$ cat src/core/iepc_pkg.sv
// package: register map, field layout and bus types for the interrupt enable/priority block
package iepc_pkg;
    localparam int unsigned NUM_SRC = 32;
    localparam int unsigned LANES = 4;
    localparam int unsigned PRI_WORDS = NUM_SRC / LANES;
    localparam int unsigned ADDR_W = 8;

    // byte addresses of the register words
    localparam logic [7:0] OFF_ENABLE = 8'h00;
    localparam logic [7:0] OFF_FLAG = 8'h04;
    localparam logic [7:0] OFF_PRIO_BASE = 8'h10;
    localparam logic [7:0] OFF_PRIO_LAST = 8'h2C;

    // one byte lane of the priority word
    localparam int unsigned PRI_LSB = 2;
    localparam int unsigned PRI_W = 3;
    localparam int unsigned SUB_LSB = 0;
    localparam int unsigned SUB_W = 2;
    localparam logic [7:0] LANE_MASK = 8'h1F;

    localparam logic [31:0] RST_ENABLE = 32'h0000_0000;
    localparam logic [31:0] RST_FLAG = 32'h0000_0000;
    localparam logic [7:0] RST_LANE = 8'h00;
    localparam logic [2:0] PRI_OFF = 3'h0;

    localparam logic [1:0] RESP_OKAY = 2'h0;
    localparam logic [1:0] RESP_SLVERR = 2'h2;

    typedef struct packed {
        logic [PRI_W-1:0] level;
        logic [SUB_W-1:0] sub;
    } iepc_cfg_t;

    typedef struct packed {
        logic [1:0] resp;
        logic [31:0] data;
    } iepc_rd_t;
endpackage : iepc_pkg

$ cat src/core/iepc_src.sv
// one interrupt source: request flag, forward gate and registered configuration outputs
`timescale 1ns/1ps
module iepc_src (
    input wire logic i_clk,
    input wire logic i_srst,
    input wire logic i_req,
    input wire logic i_flag_wr,
    input wire logic i_flag_wdata,
    input wire logic i_enable,
    input wire iepc_pkg::iepc_cfg_t i_cfg,
    output logic o_flag,
    output logic o_fwd,
    output iepc_pkg::iepc_cfg_t o_cfg
);
    logic flag_q, flag_d;
    logic fwd_q, fwd_d;
    iepc_pkg::iepc_cfg_t cfg_q, cfg_d;

    always_comb begin
        flag_d = flag_q;
        if (i_flag_wr) begin
            flag_d = i_flag_wdata;
        end
        // a request in the clearing cycle still lands
        if (i_req) begin
            flag_d = 1'b1;
        end
        fwd_d = flag_q && i_enable && (i_cfg.level != iepc_pkg::PRI_OFF);
        cfg_d = i_cfg;
    end

    always_ff @(posedge i_clk) begin
        if (i_srst) begin
            flag_q <= 1'b0;
            fwd_q <= 1'b0;
            cfg_q <= '0;
        end else begin
            flag_q <= flag_d;
            fwd_q <= fwd_d;
            cfg_q <= cfg_d;
        end
    end

    assign o_flag = flag_q;
    assign o_fwd = fwd_q;
    assign o_cfg = cfg_q;
endmodule : iepc_src

$ cat src/core/iepc_top.sv
// interrupt enable/priority configuration block with an AXI4-Lite register slave
`timescale 1ns/1ps
module iepc_top #(
    parameter int unsigned NUM_SRC = iepc_pkg::NUM_SRC
) (
    input wire logic i_clk,
    input wire logic i_srst,
    input wire logic [NUM_SRC-1:0] i_req,
    output logic [NUM_SRC-1:0] o_fwd,
    output logic [NUM_SRC-1:0] o_flag,
    output logic [NUM_SRC*3-1:0] o_level,
    output logic [NUM_SRC*2-1:0] o_sub,
    input wire logic [iepc_pkg::ADDR_W-1:0] i_awaddr,
    input wire logic i_awvalid,
    output logic o_awready,
    input wire logic [31:0] i_wdata,
    input wire logic [3:0] i_wstrb,
    input wire logic i_wvalid,
    output logic o_wready,
    output logic [1:0] o_bresp,
    output logic o_bvalid,
    input wire logic i_bready,
    input wire logic [iepc_pkg::ADDR_W-1:0] i_araddr,
    input wire logic i_arvalid,
    output logic o_arready,
    output logic [31:0] o_rdata,
    output logic [1:0] o_rresp,
    output logic o_rvalid,
    input wire logic i_rready
);
    localparam int unsigned NW = NUM_SRC / iepc_pkg::LANES;

    logic [31:0] enable_q, enable_d;
    logic [7:0] lane_q [NUM_SRC];
    logic [7:0] lane_d [NUM_SRC];
    logic aw_q, aw_d, w_q, w_d, b_q, b_d, r_q, r_d;
    logic awrdy_q, awrdy_d, wrdy_q, wrdy_d, ardy_q, ardy_d;
    logic [iepc_pkg::ADDR_W-1:0] awa_q, awa_d;
    logic [31:0] wd_q, wd_d;
    logic [3:0] ws_q, ws_d;
    logic [1:0] bresp_q, bresp_d;
    iepc_pkg::iepc_rd_t rd_q, rd_d;
    logic do_wr;
    logic flag_wr;
    logic [NUM_SRC-1:0] flag_vec;

    // commit one cycle after both halves are held; the response is raised at the same edge as the store
    assign do_wr = aw_q && w_q && !b_q;
    // flag word writes go byte-wise like every other register
    assign flag_wr = do_wr && (awa_q == iepc_pkg::OFF_FLAG);

    function automatic logic prio_hit(input logic [iepc_pkg::ADDR_W-1:0] a);
        prio_hit = (a >= iepc_pkg::OFF_PRIO_BASE) && (a <= iepc_pkg::OFF_PRIO_LAST)
            && (a[1:0] == 2'h0);
    endfunction : prio_hit

    function automatic int unsigned prio_idx(input logic [iepc_pkg::ADDR_W-1:0] a);
        logic [iepc_pkg::ADDR_W-1:0] rel;
        rel = a - iepc_pkg::OFF_PRIO_BASE;
        prio_idx = int'(rel[iepc_pkg::ADDR_W-1:2]);
    endfunction : prio_idx

    function automatic logic map_hit(input logic [iepc_pkg::ADDR_W-1:0] a);
        map_hit = (a == iepc_pkg::OFF_ENABLE) || (a == iepc_pkg::OFF_FLAG) || prio_hit(a);
    endfunction : map_hit

    genvar g;
    generate
        for (g = 0; g < NUM_SRC; g++) begin : g_src
            iepc_pkg::iepc_cfg_t cfg_in;
            iepc_pkg::iepc_cfg_t cfg_out;
            assign cfg_in.level = lane_q[g][iepc_pkg::PRI_LSB +: iepc_pkg::PRI_W];
            assign cfg_in.sub = lane_q[g][iepc_pkg::SUB_LSB +: iepc_pkg::SUB_W];
            iepc_src u_src (
                .i_clk(i_clk),
                .i_srst(i_srst),
                .i_req(i_req[g]),
                .i_flag_wr(flag_wr && ws_q[g/8]),
                .i_flag_wdata(wd_q[g]),
                .i_enable(enable_q[g]),
                .i_cfg(cfg_in),
                .o_flag(flag_vec[g]),
                .o_fwd(o_fwd[g]),
                .o_cfg(cfg_out)
            );
            assign o_flag[g] = flag_vec[g];
            assign o_level[g*3 +: 3] = cfg_out.level;
            assign o_sub[g*2 +: 2] = cfg_out.sub;
        end
    endgenerate

    // write channel: address and data taken in either order, one write at a time
    always_comb begin
        aw_d = aw_q;
        w_d = w_q;
        b_d = b_q;
        awa_d = awa_q;
        wd_d = wd_q;
        ws_d = ws_q;
        bresp_d = bresp_q;
        enable_d = enable_q;
        for (int i = 0; i < NUM_SRC; i++) begin
            lane_d[i] = lane_q[i];
        end
        if (i_awvalid && !aw_q && !b_q) begin
            aw_d = 1'b1;
            awa_d = i_awaddr;
        end
        if (i_wvalid && !w_q && !b_q) begin
            w_d = 1'b1;
            wd_d = i_wdata;
            ws_d = i_wstrb;
        end
        if (do_wr) begin
            aw_d = 1'b0;
            w_d = 1'b0;
            b_d = 1'b1;
            bresp_d = map_hit(awa_q) ? iepc_pkg::RESP_OKAY : iepc_pkg::RESP_SLVERR;
            for (int k = 0; k < 4; k++) begin
                if (ws_q[k]) begin
                    if (awa_q == iepc_pkg::OFF_ENABLE) begin
                        enable_d[k*8 +: 8] = wd_q[k*8 +: 8];
                    end
                    if (prio_hit(awa_q) && prio_idx(awa_q) < NW) begin
                        // unimplemented top bits never stored
                        lane_d[prio_idx(awa_q)*4 + k] = wd_q[k*8 +: 8]
                            & iepc_pkg::LANE_MASK;
                    end
                end
            end
        end
        if (b_q && i_bready) begin
            b_d = 1'b0;
        end
        // readies are registered from the next state so every port starts at a flop
        awrdy_d = !aw_d && !b_d;
        wrdy_d = !w_d && !b_d;
    end

    // read channel: data registered at the same edge that takes the address
    always_comb begin
        r_d = r_q;
        rd_d = rd_q;
        if (i_arvalid && !r_q) begin
            r_d = 1'b1;
            rd_d.resp = iepc_pkg::RESP_OKAY;
            rd_d.data = 32'h0000_0000;
            if (i_araddr == iepc_pkg::OFF_ENABLE) begin
                rd_d.data = enable_q;
            end else if (i_araddr == iepc_pkg::OFF_FLAG) begin
                rd_d.data = flag_vec;
            end else if (prio_hit(i_araddr) && prio_idx(i_araddr) < NW) begin
                for (int k = 0; k < 4; k++) begin
                    rd_d.data[k*8 +: 8] = lane_q[prio_idx(i_araddr)*4 + k];
                end
            end else begin
                rd_d.resp = iepc_pkg::RESP_SLVERR;
            end
        end else if (r_q && i_rready) begin
            r_d = 1'b0;
        end
        // a new address waits until the previous data has been taken
        ardy_d = !r_d;
    end

    always_ff @(posedge i_clk) begin
        if (i_srst) begin
            aw_q <= 1'b0;
            w_q <= 1'b0;
            b_q <= 1'b0;
            r_q <= 1'b0;
            // readies come up high: a request may be taken at the first edge after reset
            awrdy_q <= 1'b1;
            wrdy_q <= 1'b1;
            ardy_q <= 1'b1;
            awa_q <= '0;
            wd_q <= 32'h0000_0000;
            ws_q <= 4'h0;
            bresp_q <= iepc_pkg::RESP_OKAY;
            rd_q <= '0;
            enable_q <= iepc_pkg::RST_ENABLE;
            for (int i = 0; i < NUM_SRC; i++) begin
                lane_q[i] <= iepc_pkg::RST_LANE;
            end
        end else begin
            aw_q <= aw_d;
            w_q <= w_d;
            b_q <= b_d;
            r_q <= r_d;
            awrdy_q <= awrdy_d;
            wrdy_q <= wrdy_d;
            ardy_q <= ardy_d;
            awa_q <= awa_d;
            wd_q <= wd_d;
            ws_q <= ws_d;
            bresp_q <= bresp_d;
            rd_q <= rd_d;
            enable_q <= enable_d;
            for (int i = 0; i < NUM_SRC; i++) begin
                lane_q[i] <= lane_d[i];
            end
        end
    end

    assign o_awready = awrdy_q;
    assign o_wready = wrdy_q;
    assign o_bvalid = b_q;
    assign o_bresp = bresp_q;
    assign o_arready = ardy_q;
    assign o_rvalid = r_q;
    assign o_rdata = rd_q.data;
    assign o_rresp = rd_q.resp;
endmodule : iepc_top

$ cat config.mk
export PLATFORM = sky130hd
export DESIGN_NAME = iepc_top
export DESIGN_NICKNAME = d
export VERILOG_FILES = /design/src/core/iepc_pkg.sv /design/src/core/iepc_src.sv /design/src/core/iepc_top.sv
export SDC_FILE = /design/constraint.sdc
export NUM_CORES = 1
export LEC_CHECK = 0
export ABC_AREA = 0
export ABC_CLOCK_PERIOD_IN_PS = 6790
export BUFFER_PORTS_ARGS = -buffer_cell sky130_fd_sc_hd__buf_2
export CAP_MARGIN = 20
export CORE_UTILIZATION = 45
export CTS_BUF_LIST = sky130_fd_sc_hd__clkbuf_4 sky130_fd_sc_hd__clkbuf_8 sky130_fd_sc_hd__clkbuf_16
export CTS_CLUSTER_DIAMETER = 120
export DETAILED_ROUTE_END_ITERATION = 7
export GPL_TIMING_DRIVEN = 0
export PLACE_DENSITY = 0.68
export RECOVER_POWER = 100
export SYNTH_ARGS = -nofsm -noshare
export SYNTH_HDL_FRONTEND = slang
export SYNTH_SLANG_ARGS = --single-unit
export TNS_END_PERCENT = 1
$ cat constraint.sdc
create_clock -name i_clk -period 6.79 [get_ports i_clk]
set_input_delay 1.358 -clock i_clk [delete_from_list [all_inputs] [get_ports i_clk]]
set_output_delay 1.358 -clock i_clk [all_outputs]
set_load 0.02 [all_outputs]
==> reports/results.txt <==
CTS buffer count -> 50
Worst slew margin -> -30.3%
status -> finished with violations
Final Core Density -> 55.3%
DRT antenna net count -> 0
num ports -> 356
pwr/cell area -> 283 nW/µm²
violated checks -> max-capacitance violations, max-slew violations
R2R Setup Slk -> 2.68 ns
CP startpoint -> i_araddr[4]
hold_buf cts -> 0
die width -> 208 µm
DIE AREA -> 43100 µm²
vias in the first global route -> 15.0k
Worst-Margin Slew -> 1.94 ns
worst-skew pair later-pin latency -> 0.59 ns
leakage -> 10.2 nW
fin. max-slew vios -> 12
largest net degree at the start of global routing -> 16
Max H-tree Level -> 2
Min Clock Period, post-route -> 4.16 ns
hold_ws -> 0.455 ns
startpoint types -> input pin
Core Rows -> 74
Max clock buf depth -> 3
HP Class -> register to register
GRT overflow -> 0
crit end category -> register
Fin. Hold Viols -> 0
Root Buffer -> clkbuf_16
area of the multi-input gates -> 7440 µm²
Syn-to-layout area delta -> 20.1%
CTS resizes -> 0
GRT Util Overall -> 30.4%
Post-synth EDFFs -> 0
Avg WL per Cell -> 23.3 µm
worst-path fanout max -> 10
asr flop ratio synth -> 0%
Register Area -> 10000 µm²
Post-CTS Setup Inserts -> 0
clk sinks -> 501
RSZ-0062 raised after global routing -> no
TritonRoute pass-1 iters -> 5
clock slew at reported path FFs -> 0.06 ns
dominant synthesized flop cell -> dfxtp_1
peak supply drop -> 0.152 mV
routed wire length -> 67.5 mm
half-perimeter wire length after placement -> 52.0 mm
#FFs+latches synth -> 501
total core area -> 41300 µm²
Maximum Capacitance Violations -> 2
Peak Freq -> 241 MHz
Finish-stage setup viols -> 0
depth of the worst register-to-register path -> 8
sequential fraction of the synthesis area -> 52.7%
Vias per Instance -> 5.51
post-synth cell types -> 48
Post-Syn Area per Cell -> 9.91 µm²
I/O Buffers -> 350
Final nets -> 2420
worst slack at placement -> 2.20 ns
Iter 0 DRT Violations -> 1217
vias after detailed routing -> 16.0k
r2r endpoint -> lane_q[30][4]
Tcrit/Tclk final -> 61.2%
Ys Warns -> 0
initial antenna violation count -> 1
GP Congestion -> 0.952
Initial Utilization -> 46.1%
Fillers -> 3862
CP endpoint -> o_rdata[17]
cells after synthesis -> 1919
Die Height -> 208 µm
first-pass GRT wire length -> 96.8 mm
Worst Setup Slack, final -> 2.63 ns
clock skew -> 0.0154 ns
CP Data Arrival Time -> 4.66 ns
Post-Route Setup TNS -> 0 ns
Crit Path Category -> input pin to register
fraction of layout cells with a size suffix above 1 -> 12.5%
Post-Syn Area -> 19000 µm²
R2R Path Start -> awa_q[4]
TritonCTS clock tree -> done
Post-route DRC -> 0
CP Data Required Time -> 7.29 ns
==> worst min path at each step <==
stage / startpoint / endpoint / cells past startpoint
2_1_floorplan: enable_q[16] / g_src[16].u_src.o_fwd / 2
3_3_place_gp: enable_q[24] / g_src[24].u_src.o_fwd / 2
3_5_place_dp: enable_q[24] / g_src[24].u_src.o_fwd / 2
4_1_cts: enable_q[24] / g_src[24].u_src.o_fwd / 2
5_1_grt: enable_q[25] / g_src[25].u_src.o_fwd / 2
6_report: enable_q[24] / g_src[24].u_src.o_fwd / 2
==> cells by family (layout without fill, tap and decap cells) <==
group	after synthesis	in the layout	share of synthesized area, %
and+or+nand+nor	598	598	16.4
DFF	501	501	52.7
buffers and inverters	318	759	7.84
AOI/OAI and AO/OA	264	264	7.82
muxes	230	230	14.7
adders and majority gates	7	7	0.460
other	1	3	0.0197
==> stage by stage <==
step / cells / area (µm²) / total power, mW
2_1_floorplan: 1920 / 19000 / 3.31
3_3_place_gp: 2802 / 21400 / 3.47
3_5_place_dp: 2802 / 21400 / 3.48
4_1_cts: 2893 / 23300 / 6.50
5_1_grt: 2893 / 22800 / 6.64
6_report: 2894 / 22900 / 6.47
==> sequential cells by signal (all words and copies together) (netlist names), 4 cells and up <==
name,cells
awa_q,8
enable_q,32
g_src.u_src.o_cfg,160
g_src.u_src.o_flag,32
g_src.u_src.o_fwd,32
lane_q,160
o_rdata,32
wd_q,32
ws_q,4
==> cells in the mapped netlist (2+ instances only) <==
| cell type | instances | area share (%) |
|---|---|---|
| dfxtp_1 | 501 | 53 |
| mux2i_1 | 190 | 10 |
| nand2_1 | 180 | 3.6 |
| inv_1 | 132 | 2.6 |
| nand2b_1 | 124 | 4.1 |
| o21ai_0 | 122 | 3.2 |
| clkbuf_1 | 97 | 1.9 |
| nor2_1 | 72 | 1.4 |
| buf_4 | 66 | 2.6 |
| nor3_1 | 65 | 1.7 |
| a21oi_1 | 62 | 1.6 |
| nor2b_1 | 60 | 2.0 |
| mux4_2 | 40 | 4.7 |
| a31oi_1 | 32 | 1.1 |
| nand4_1 | 28 | 0.92 |
| a22oi_1 | 20 | 0.79 |
| nand3_1 | 20 | 0.53 |
| o22ai_1 | 20 | 0.66 |
| or3_1 | 14 | 0.46 |
| buf_1 | 9 | 0.18 |
| ha_1 | 7 | 0.46 |
| and4b_1 | 6 | 0.32 |
| buf_2 | 6 | 0.16 |
| and3_1 | 5 | 0.16 |
| buf_6 | 5 | 0.30 |
| nor3b_1 | 4 | 0.16 |
| and2_0 | 3 | 0.099 |
| clkbuf_2 | 3 | 0.079 |
| nor4_4 | 3 | 0.34 |
| or4_4 | 3 | 0.18 |
| and2_1 | 2 | 0.066 |
| and3b_1 | 2 | 0.092 |
==> cell usage in the layout (no fill, tap or decap), types with 3 or more instances in the layout <==
| master | n |
|---|---|
| nand3_1 | 20 |
| ha_1 | 7 |
| bufinv_16 | 9 |
| clkinvlp_4 | 3 |
| a22oi_1 | 20 |
| a21oi_1 | 62 |
| or4_1 | 4 |
| nor4_1 | 3 |
| nor2_1 | 72 |
| dfxtp_1 | 501 |
| nor2b_1 | 60 |
| nor3b_1 | 4 |
| buf_2 | 92 |
| and4b_1 | 6 |
| nand4_1 | 28 |
| nor3_1 | 65 |
| clkbuf_16 | 53 |
| o21ai_0 | 122 |
| clkbuf_8 | 7 |
| mux2i_1 | 190 |
| a31oi_1 | 32 |
| and3_1 | 5 |
| mux4_2 | 40 |
| or3_1 | 14 |
| clkinv_2 | 9 |
| buf_4 | 66 |
| nand2_1 | 180 |
| clkbuf_4 | 7 |
| clkbuf_1 | 369 |
| nand2b_1 | 124 |
| buf_1 | 6 |
| inv_1 | 132 |
| o22ai_1 | 20 |
| clkbuf_2 | 3 |
| and2_0 | 3 |
==> worst max-delay path, stage by stage <==
cell       delay, ns
clkbuf_1        0.16
clkbuf_1        0.37
clkbuf_1        0.80
inv_1           0.18
ha_1            0.28
nand2b_1        0.15
a2111oi_0       0.65
nand2_1         0.14
clkbuf_1        0.35
o22ai_1         0.22
==> layer usage <==
metal | wire length (µm) | vias up | GRT usage [%]
met5 | 8 | - | 0
met2 | 30900 | 787 | 49.2
li1 | - | 7239 | -
met3 | 5890 | 126 | 5.45
met4 | 2400 | 2 | 11.5
met1 | 28300 | 7796 | 40.6
==> power breakdown <==
part | internal (mW) | switching, mW
logic | 0.127 | 0.266
registers | 2.98 | 0.0468
clock network | 1.87 | 1.18
total | 4.97 | 1.49
==> final cells by class <==
class,instances,share of cell area [%]
Sequential cell,501,43.9
Multi-Input combinational cell,1101,32.6
Clock buffer,67,6.46
Timing Repair Buffer,350,6.22
Buffer,186,4.19
Tap cell,532,2.91
Inverter,132,2.17
Clock inverter,24,1.59
Antenna cell,1,0.0110
Power figures use the tool's default switching activity.
